--- src/shared/tpc_map.svh ---
`ifndef TPC_MAP_SVH
`define TPC_MAP_SVH
// ----------------------------------------
// register offsets (byte addresses)
// ----------------------------------------
`define TPC_OFF_PERIOD 8'h00
`define TPC_OFF_DEAD 8'h04
`define TPC_OFF_PDEL 8'h08
`define TPC_OFF_DUTY_A 8'h0c
`define TPC_OFF_DUTY_B 8'h10
`define TPC_OFF_DUTY_C 8'h14
`define TPC_OFF_SEG 8'h18
`define TPC_OFF_GATE 8'h1c
`define TPC_OFF_MODE 8'h20
`define TPC_OFF_SYNCW 8'h24
`define TPC_OFF_SWTRIP 8'h28
`define TPC_OFF_STATUS 8'h2c
// ----------------------------------------
// reset values
// ----------------------------------------
`define TPC_RST_PERIOD 16'h0100
`define TPC_RST_SYNCW 8'h27
`define TPC_RST_SEG 9'h03f
// ----------------------------------------
// field positions
// ----------------------------------------
`define TPC_MODE_DOUBLE 6
`define TPC_SEG_XOVER 6
`define TPC_GATE_HI 8
`define TPC_GATE_LO 9
`define TPC_ST_TRIP 0
`define TPC_ST_SHUT 1
`define TPC_ST_HALF 3
// ----------------------------------------
// bus answers
// ----------------------------------------
`define TPC_RESP_OK 2'b00
`define TPC_RESP_ERR 2'b10
`endif

--- src/shared/tpc_pkg.sv ---
package tpc_pkg;
   // which half of the switching period the timer is in
   typedef enum logic {
      TPC_FIRST_HALF,
      TPC_SECOND_HALF
   } tpc_half_t;
endpackage

--- src/rtl/tpc_phase.sv ---
`timescale 1ns/1ns
module tpc_phase (
   input wire logic [15:0] half_len,
   input wire logic [15:0] pos,
   input wire logic [15:0] duty,
   input wire logic [9:0] dead,
   input wire logic [15:0] min_width,
   output logic hi,
   output logic lo
);
   logic [18:0] edge_pt;
   logic [18:0] hi_w;
   logic [18:0] lo_w;
   logic [18:0] dt;
   logic [18:0] p;
   // ----------------------------------------
   // center based compare with dead time
   // ----------------------------------------
   always_comb begin
      dt = {9'h000, dead};
      p = {3'h0, pos};
      // duty above the half period saturates to full on
      if (duty >= half_len) begin
         edge_pt = 19'h00000;
      end else begin
         edge_pt = {3'h0, half_len} - {3'h0, duty};
      end
      hi_w = {3'h0, half_len} - edge_pt - dt;
      lo_w = edge_pt - dt;
      hi = (p >= edge_pt + dt) && !hi_w[18];
      lo = (p + dt < edge_pt) && !lo_w[18];
      if (hi_w[18] || hi_w < {3'h0, min_width}) begin
         hi = 1'b0;
      end
      if (lo_w[18] || lo_w < {3'h0, min_width}) begin
         lo = 1'b0;
      end
   end
endmodule

--- src/rtl/tpc_top.sv ---
// Implementation choices: the address map and the AXI4-Lite interface to the registers.
`timescale 1ns/1ns
`include "tpc_map.svh"
module tpc_top (
   input wire logic core_clk,
   input wire logic arst_n,
   input wire logic [7:0] s_axi_awaddr,
   input wire logic [2:0] s_axi_awprot,
   input wire logic s_axi_awvalid,
   output logic s_axi_awready,
   input wire logic [31:0] s_axi_wdata,
   input wire logic [3:0] s_axi_wstrb,
   input wire logic s_axi_wvalid,
   output logic s_axi_wready,
   output logic [1:0] s_axi_bresp,
   output logic s_axi_bvalid,
   input wire logic s_axi_bready,
   input wire logic [7:0] s_axi_araddr,
   input wire logic [2:0] s_axi_arprot,
   input wire logic s_axi_arvalid,
   output logic s_axi_arready,
   output logic [31:0] s_axi_rdata,
   output logic [1:0] s_axi_rresp,
   output logic s_axi_rvalid,
   input wire logic s_axi_rready,
   input wire logic trip_input_n,
   input wire logic analog_trip,
   output logic phase_a_high,
   output logic phase_a_low,
   output logic phase_b_high,
   output logic phase_b_low,
   output logic phase_c_high,
   output logic phase_c_low,
   output logic period_sync_pulse,
   output logic sync_irq,
   output logic shutdown_irq
);
   // ----------------------------------------
   // software registers
   // ----------------------------------------
   logic [15:0] period_reg;
   logic [9:0] dead_time_reg;
   logic [15:0] pulse_deletion_reg;
   logic [15:0] duty_phase_a_reg;
   logic [15:0] duty_phase_b_reg;
   logic [15:0] duty_phase_c_reg;
   logic [8:0] output_segment_reg;
   logic [9:0] gate_chop_reg;
   logic [15:0] mode_control_reg;
   logic [7:0] sync_width_reg;
   // ----------------------------------------
   // shadows, timer and status
   // ----------------------------------------
   logic [15:0] tm_s;
   logic [9:0] dt_s;
   logic [15:0] pd_s;
   logic [15:0] duty_s [3];
   logic [8:0] seg_s;
   logic [15:0] cnt;
   tpc_pkg::tpc_half_t half;
   logic [15:0] pos;
   logic [15:0] last;
   logic load;
   logic [7:0] sync_cnt;
   logic trip_q;
   logic shut;
   logic shut_set;
   logic shut_clr;
   logic sw_trip_wr;
   logic [7:0] chop_div;
   logic chop;
   logic [2:0] raw_hi;
   logic [2:0] raw_lo;
   logic [5:0] next_out;
   logic [5:0] out_q;
   logic out_clr_n;
   // ----------------------------------------
   // bus slave state
   // ----------------------------------------
   logic aw_got;
   logic w_got;
   logic [7:0] waddr;
   logic [31:0] wdata_q;
   logic [3:0] wstrb_q;
   logic wr_go;
   logic [31:0] wval;

   function automatic logic hit(input logic [7:0] a);
      case (a)
         `TPC_OFF_PERIOD, `TPC_OFF_DEAD, `TPC_OFF_PDEL,
         `TPC_OFF_DUTY_A, `TPC_OFF_DUTY_B, `TPC_OFF_DUTY_C,
         `TPC_OFF_SEG, `TPC_OFF_GATE, `TPC_OFF_MODE,
         `TPC_OFF_SYNCW, `TPC_OFF_SWTRIP,
         `TPC_OFF_STATUS: hit = 1'b1;
         default: hit = 1'b0;
      endcase
   endfunction

   function automatic logic [31:0] rd_val(input logic [7:0] a);
      logic [31:0] st;
      st = 32'h00000000;
      st[`TPC_ST_TRIP] = trip_q;
      st[`TPC_ST_SHUT] = shut;
      st[`TPC_ST_HALF] = (half == tpc_pkg::TPC_SECOND_HALF);
      case (a)
         `TPC_OFF_PERIOD: rd_val = {16'h0000, period_reg};
         `TPC_OFF_DEAD: rd_val = {22'h000000, dead_time_reg};
         `TPC_OFF_PDEL: rd_val = {16'h0000, pulse_deletion_reg};
         `TPC_OFF_DUTY_A: rd_val = {16'h0000, duty_phase_a_reg};
         `TPC_OFF_DUTY_B: rd_val = {16'h0000, duty_phase_b_reg};
         `TPC_OFF_DUTY_C: rd_val = {16'h0000, duty_phase_c_reg};
         `TPC_OFF_SEG: rd_val = {23'h000000, output_segment_reg};
         `TPC_OFF_GATE: rd_val = {22'h000000, gate_chop_reg};
         `TPC_OFF_MODE: rd_val = {16'h0000, mode_control_reg};
         `TPC_OFF_SYNCW: rd_val = {24'h000000, sync_width_reg};
         `TPC_OFF_STATUS: rd_val = st;
         default: rd_val = 32'h00000000;
      endcase
   endfunction

   // byte lanes not strobed keep their old contents
   function automatic logic [31:0] merge(input logic [31:0] old,
                                        input logic [31:0] nw,
                                        input logic [3:0] strb);
      for (int i = 0; i < 4; i++) begin
         merge[i*8 +: 8] = strb[i] ? nw[i*8 +: 8] : old[i*8 +: 8];
      end
   endfunction

   // ----------------------------------------
   // write channel
   // ----------------------------------------
   assign wr_go = aw_got && w_got && !s_axi_bvalid;
   // a process rather than an assign, so register changes re-run the merge
   always_comb begin
      wval = merge(rd_val(waddr), wdata_q, wstrb_q);
   end

   always_ff @(posedge core_clk or negedge arst_n) begin
      if (!arst_n) begin
         aw_got <= 1'b0;
         w_got <= 1'b0;
         waddr <= 8'h00;
         wdata_q <= 32'h00000000;
         wstrb_q <= 4'h0;
         s_axi_awready <= 1'b1;
         s_axi_wready <= 1'b1;
         s_axi_bvalid <= 1'b0;
         s_axi_bresp <= `TPC_RESP_OK;
      end else begin
         if (s_axi_awvalid && s_axi_awready) begin
            waddr <= s_axi_awaddr;
            aw_got <= 1'b1;
            s_axi_awready <= 1'b0;
         end
         if (s_axi_wvalid && s_axi_wready) begin
            wdata_q <= s_axi_wdata;
            wstrb_q <= s_axi_wstrb;
            w_got <= 1'b1;
            s_axi_wready <= 1'b0;
         end
         if (wr_go) begin
            aw_got <= 1'b0;
            w_got <= 1'b0;
            s_axi_bvalid <= 1'b1;
            s_axi_bresp <= hit(waddr) ? `TPC_RESP_OK : `TPC_RESP_ERR;
         end
         if (s_axi_bvalid && s_axi_bready) begin
            s_axi_bvalid <= 1'b0;
            s_axi_awready <= 1'b1;
            s_axi_wready <= 1'b1;
         end
      end
   end

   // ----------------------------------------
   // read channel
   // ----------------------------------------
   always_ff @(posedge core_clk or negedge arst_n) begin
      if (!arst_n) begin
         s_axi_arready <= 1'b1;
         s_axi_rvalid <= 1'b0;
         s_axi_rdata <= 32'h00000000;
         s_axi_rresp <= `TPC_RESP_OK;
      end else begin
         if (s_axi_arvalid && s_axi_arready) begin
            s_axi_arready <= 1'b0;
            s_axi_rvalid <= 1'b1;
            s_axi_rdata <= rd_val(s_axi_araddr);
            s_axi_rresp <= hit(s_axi_araddr) ? `TPC_RESP_OK
                                              : `TPC_RESP_ERR;
         end else if (s_axi_rvalid && s_axi_rready) begin
            s_axi_rvalid <= 1'b0;
            s_axi_arready <= 1'b1;
         end
      end
   end

   // ----------------------------------------
   // register file
   // ----------------------------------------
   always_ff @(posedge core_clk or negedge arst_n) begin
      if (!arst_n) begin
         period_reg <= `TPC_RST_PERIOD;
         dead_time_reg <= 10'h000;
         pulse_deletion_reg <= 16'h0000;
         duty_phase_a_reg <= 16'h0000;
         duty_phase_b_reg <= 16'h0000;
         duty_phase_c_reg <= 16'h0000;
         output_segment_reg <= `TPC_RST_SEG;
         gate_chop_reg <= 10'h000;
         mode_control_reg <= 16'h0000;
         sync_width_reg <= `TPC_RST_SYNCW;
      end else if (wr_go) begin
         case (waddr)
            `TPC_OFF_PERIOD: period_reg <= wval[15:0];
            `TPC_OFF_DEAD: dead_time_reg <= wval[9:0];
            `TPC_OFF_PDEL: pulse_deletion_reg <= wval[15:0];
            `TPC_OFF_DUTY_A: duty_phase_a_reg <= wval[15:0];
            `TPC_OFF_DUTY_B: duty_phase_b_reg <= wval[15:0];
            `TPC_OFF_DUTY_C: duty_phase_c_reg <= wval[15:0];
            `TPC_OFF_SEG: output_segment_reg <= wval[8:0];
            `TPC_OFF_GATE: gate_chop_reg <= wval[9:0];
            `TPC_OFF_MODE: mode_control_reg <= wval[15:0];
            `TPC_OFF_SYNCW: sync_width_reg <= wval[7:0];
            default: ;
         endcase
      end
   end

   // ----------------------------------------
   // shutdown controller
   // ----------------------------------------
   // software trip write
   assign sw_trip_wr = wr_go && (waddr == `TPC_OFF_SWTRIP);
   assign shut_clr = wr_go && (waddr == `TPC_OFF_STATUS) &&
                     wval[`TPC_ST_SHUT];
   assign shut_set = !trip_q || analog_trip || sw_trip_wr;

   always_ff @(posedge core_clk or negedge arst_n) begin
      if (!arst_n) begin
         trip_q <= 1'b1;
         shut <= 1'b0;
         shutdown_irq <= 1'b0;
      end else begin
         trip_q <= trip_input_n;
         // a new cause in the clearing cycle keeps the latch set
         if (shut_set) begin
            shut <= 1'b1;
         end else if (shut_clr) begin
            shut <= 1'b0;
         end
         shutdown_irq <= shut_set && !shut;
      end
   end

   // ----------------------------------------
   // three phase timing unit
   // ----------------------------------------
   assign last = (tm_s == 16'h0000) ? 16'h0000 : tm_s - 16'h0001;
   assign pos = (half == tpc_pkg::TPC_SECOND_HALF) ? last - cnt : cnt;
   assign load = !shut && (cnt == 16'h0000) &&
                 ((half == tpc_pkg::TPC_FIRST_HALF) ||
                  mode_control_reg[`TPC_MODE_DOUBLE]);

   always_ff @(posedge core_clk or negedge arst_n) begin
      if (!arst_n) begin
         cnt <= 16'h0000;
         half <= tpc_pkg::TPC_FIRST_HALF;
      end else if (shut) begin
         cnt <= 16'h0000;
         half <= tpc_pkg::TPC_FIRST_HALF;
      end else if (cnt >= last) begin
         cnt <= 16'h0000;
         half <= (half == tpc_pkg::TPC_FIRST_HALF) ?
                 tpc_pkg::TPC_SECOND_HALF : tpc_pkg::TPC_FIRST_HALF;
      end else begin
         cnt <= cnt + 16'h0001;
      end
   end

   always_ff @(posedge core_clk or negedge arst_n) begin
      if (!arst_n) begin
         tm_s <= `TPC_RST_PERIOD;
         dt_s <= 10'h000;
         pd_s <= 16'h0000;
         duty_s[0] <= 16'h0000;
         duty_s[1] <= 16'h0000;
         duty_s[2] <= 16'h0000;
         seg_s <= `TPC_RST_SEG;
      end else if (load) begin
         tm_s <= period_reg;
         dt_s <= dead_time_reg;
         pd_s <= pulse_deletion_reg;
         duty_s[0] <= duty_phase_a_reg;
         duty_s[1] <= duty_phase_b_reg;
         duty_s[2] <= duty_phase_c_reg;
         seg_s <= output_segment_reg;
      end
   end

   for (genvar g = 0; g < 3; g++) begin : g_phase
      tpc_phase u_phase (
         .half_len(tm_s),
         .pos(pos),
         .duty(duty_s[g]),
         .dead(dt_s),
         .min_width(pd_s),
         .hi(raw_hi[g]),
         .lo(raw_lo[g])
      );
   end

   // ----------------------------------------
   // sync pulse
   // ----------------------------------------
   always_ff @(posedge core_clk or negedge arst_n) begin
      if (!arst_n) begin
         sync_cnt <= 8'h00;
         period_sync_pulse <= 1'b0;
         sync_irq <= 1'b0;
      end else begin
         sync_irq <= load;
         if (load) begin
            sync_cnt <= sync_width_reg;
            period_sync_pulse <= 1'b1;
         end else if (sync_cnt != 8'h00) begin
            sync_cnt <= sync_cnt - 8'h01;
         end else begin
            period_sync_pulse <= 1'b0;
         end
      end
   end

   // ----------------------------------------
   // gate drive chopping
   // ----------------------------------------
   always_ff @(posedge core_clk or negedge arst_n) begin
      if (!arst_n) begin
         chop_div <= 8'h00;
         chop <= 1'b0;
      end else if (chop_div >= gate_chop_reg[7:0]) begin
         chop_div <= 8'h00;
         chop <= !chop;
      end else begin
         chop_div <= chop_div + 8'h01;
      end
   end

   // ----------------------------------------
   // output control unit
   // ----------------------------------------
   always_comb begin
      for (int i = 0; i < 3; i++) begin
         if (seg_s[`TPC_SEG_XOVER + i]) begin
            next_out[2*i] = raw_lo[i];
            next_out[2*i+1] = raw_hi[i];
         end else begin
            next_out[2*i] = raw_hi[i];
            next_out[2*i+1] = raw_lo[i];
         end
         next_out[2*i] = next_out[2*i] && seg_s[2*i];
         next_out[2*i+1] = next_out[2*i+1] && seg_s[2*i+1];
         // separate high and low chop enables
         if (gate_chop_reg[`TPC_GATE_HI]) begin
            next_out[2*i] = next_out[2*i] && chop;
         end
         if (gate_chop_reg[`TPC_GATE_LO]) begin
            next_out[2*i+1] = next_out[2*i+1] && chop;
         end
      end
   end

   // trip pin clears outputs with no clock edge
   assign out_clr_n = arst_n && trip_input_n;

   always_ff @(posedge core_clk or negedge out_clr_n) begin
      if (!out_clr_n) begin
         out_q <= 6'h00;
      end else if (shut) begin
         out_q <= 6'h00;
      end else begin
         out_q <= next_out;
      end
   end

   assign phase_a_high = out_q[0];
   assign phase_a_low = out_q[1];
   assign phase_b_high = out_q[2];
   assign phase_b_low = out_q[3];
   assign phase_c_high = out_q[4];
   assign phase_c_low = out_q[5];
endmodule

--- config.mk ---
export PLATFORM = sky130hd
export DESIGN_NAME = tpc_top
export DESIGN_NICKNAME = d
export VERILOG_FILES = /design/src/shared/tpc_pkg.sv /design/src/rtl/tpc_phase.sv /design/src/rtl/tpc_top.sv
export VERILOG_INCLUDE_DIRS = /design/src /design/src/shared
export SDC_FILE = /design/constraint.sdc
export NUM_CORES = 1
export LEC_CHECK = 0
export ABC_CLOCK_PERIOD_IN_PS = 7200
export BUFFER_PORTS_ARGS = -buffer_cell sky130_fd_sc_hd__buf_2
export CORE_MARGIN = 10
export CORE_UTILIZATION = 53
export CTS_CLUSTER_SIZE = 10
export DETAILED_ROUTE_END_ITERATION = 16
export PLACE_DENSITY = 0.69
export SLEW_MARGIN = 10
export SYNTH_ARGS = -nofsm -noshare
export SYNTH_HDL_FRONTEND = slang
export SYNTH_SLANG_ARGS = --single-unit
--- constraint.sdc ---
create_clock -name core_clk -period 7.2 [get_ports core_clk]
set_input_delay 0.72 -clock core_clk [delete_from_list [all_inputs] [get_ports core_clk]]
set_output_delay 0.72 -clock core_clk [all_outputs]
set_load 0.01 [all_outputs]
==> metrics <==
Synth Register Bits=about 330; crit path capture type=register; number of enable flip-flop cells after synthesis=0; # rows=86; post-synth top area cell=dfrtp_1; Most used DFF post-synth=dfrtp_1; GP Congestion=between 1 and 1.5; maximum number of pins on one net before global-route repair=188; RSZ-0062 raised after global routing=yes; drt initial violations=~2,800; vias in the first global route=between 20,000 and 30,000; measured slew at the worst slew-check pin=1.20 ns; # diodes=0; Final ANT Viol Nets=0; CP Class=reg2reg; share of the synthesized area in the top cell type=25.7%; Port-buffer cells=74; Cells after DPL=4,459; R2R cell count=33; Pleak=about 16 nW; chip width=~260 um; Top reg by flops=duty_s; max reg flops=48; CORE AREA=between 50,000 and 60,000 sq um; critical path's slowest cell=or4_4; slowest stage delay, CP=0.55 ns; ranking of synthesized cells by area=dfrtp_1 26%, ha_1 18%, nand2_1 5.7%, o21ai_0 5.5%, xnor2_1 4.5%; Residual DRC=0; Final Skew=~0.026 ns; CTS root buffer=clkbuf_16; initial core utilization=approximately 54%; placed inst area=~32,000 sq um; TritonCTS Buffers=40; Worst EP required=~7.6 ns; die area=between 60,000 and 70,000 sq um; height of the die=approximately 260 um; max_cap viols=0; routed len/inst=roughly 22 um; Final Cycle Share=98.6%; CTS H-tree depth=2; Mapped Cells=between 3,000 and 4,000; final std cells w/o fill=between 4,000 and 5,000; I/O pins=117; clk buf depth=3; Clock Sinks=between 300 and 400; outcome=complete, no violations; Final #Nets=around 4,300; Synth warnings=0; drt pass-1 iters=6; Setup TNS=0 ns; Startpoint Class=register; vias per cell=between 6 and 7; dpl hpwl=80.0 mm; Worst EP arrival=7.53 ns; Hold Vio Cnt, Final=0; reg2reg start=tm_s[6]; CP max FO=6; design area=between 30,000 and 40,000 sq um; Final Max Slew Viols=0; synthesized cell area=29,800 sq um; initial antenna violation count=2; sequential area share after synthesis=27.6%; final setup vio count=0; All-Layer GR Usage=between 20 and 30%; crit path time final=slightly above 7 ns; reg-to-reg endpoint=out_q[1]; worst vdd rail ir drop=0.285 mV; Syn Area/Cell=between 8 and 9 sq um; commonest non-fill, non-tap cell in the layout=nand2_1; first-pass GRT wire length=around 150 mm; Fin Hold WS=~0.22 ns; total grt overflow=0; Netlist cell types=96; Post-synth ARST share=between 90% and 100%; flop2flop setup slack=around 0.1 ns; PnR Total Power=between 5 and 6 mW; highest clock rate=about 0.14 GHz; most frequent cells in the layout=451 x nand2_1, 426 x ha_1, 314 x o21ai_0, 305 x dfrtp_1, 277 x inv_1; Layout area overhead=14.1%; ratio of cells with drive above 1 in the final layout=between 10% and 20%; Clk Latency, worst-skew pair=about 0.54 ns; WL final=~100 mm; Worst path most repeated cell=o21a_1; Hold WC Path Type=in2async; DR vias=around 28,000; slew margin rel.=20.0%; Power per Cell Area=about 150 nW/um^2; CTS tree=built; Worst-path clk slew=around 0.05 ns
-- layer usage --
| metal | track usage, % | vias up | part of all wire, % |
|---|---|---|---|
| met4 | 15.8 | 2 | 5.9 |
| met5 | 0 | - | 0.012 |
| li1 | - | 13000 | - |
| met2 | 47.6 | 1059 | 45 |
| met1 | 39.0 | 13300 | 43 |
| met3 | 3.42 | 267 | 6.1 |
-- worst max path at each step --
stage	startpoint	to	cells after the start
floorplan	tm_s[1]	out_q[4]	35
global placement	tm_s[7]	out_q[1]	34
detailed placement	tm_s[7]	out_q[1]	34
CTS	tm_s[1]	out_q[1]	36
global route	tm_s[6]	out_q[1]	34
finish	tm_s[6]	out_q[1]	33
-- metrics by stage --
step,utilization [%],worst slack [ns]
4_1_cts,60.8,0.00244
5_1_grt,61.3,-0.151
3_5_place_dp,58.6,-0.360
3_3_place_gp,58.6,-0.232
2_1_floorplan,-,0.0237
6_report,61.3,0.102
-- final cells by class --
cell class	count	area [sq um]
fill	5048	21400
sequential	328	8240
timing repair buffer	314	2230
clock inverter	6	72.6
tap	748	936
multi-input combinational	2788	20400
inverter	284	1070
clock buffer	63	1100
-- repair_timing --
item | CTS | global route
pin swaps | 3 | 20
buffers inserted | 1 | 3
cloned | 0 | 0
endpoints found under the hold margin | 0 | 0
resized for setup | 17 | 60
hold buffers | 0 | 0
endpoints found under the setup margin | 6 | 6
-- Yosys cell counts, types with 18 or more instances --
cell / count
nor3_1: 53
a221oi_1: 38
buf_4: 18
nor2_1: 205
a31oi_1: 26
and3_1: 28
or3_1: 21
dfrtp_1: 306
a22oi_1: 72
mux2_2: 28
o21a_1: 39
o211ai_1: 21
nand3_1: 54
a21o_1: 95
inv_1: 280
a22o_1: 26
clkbuf_1: 87
fa_1: 41
xor2_1: 56
nand2_1: 451
a211oi_1: 23
o21bai_1: 19
a21oi_1: 173
xnor2_1: 152
dfstp_2: 22
o21ai_0: 328
nand2b_1: 43
nand4_1: 43
ha_1: 434
nor2b_1: 36
-- where the power goes --
group	internal, mW	total [mW]	switching, mW
logic	0.328	0.858	0.531
clock network	1.08	1.86	0.779
registers	2.09	2.34	0.254
total	3.50	5.06	1.56
-- logic make-up after synthesis --
logic type	share of synthesized area (%)
mux	1.51
buf+inv	5.37
simple gates	15.9
fa+ha+maj	21.0
other cells	0.0126
xor+xnor	6.17
flops	27.6
compound gates	22.4
-- worst max-delay path, delay by kind of cell, from the launching register on --
kind / cells / cell delay, ns
compound gates: 14 / 2.66
xor+xnor: 2 / 0.26
fa+ha+maj: 3 / 0.76
buf+inv: 2 / 0.24
flops: 1 / 0.37
simple gates: 12 / 2.67
Power figures use the tool's default switching activity.
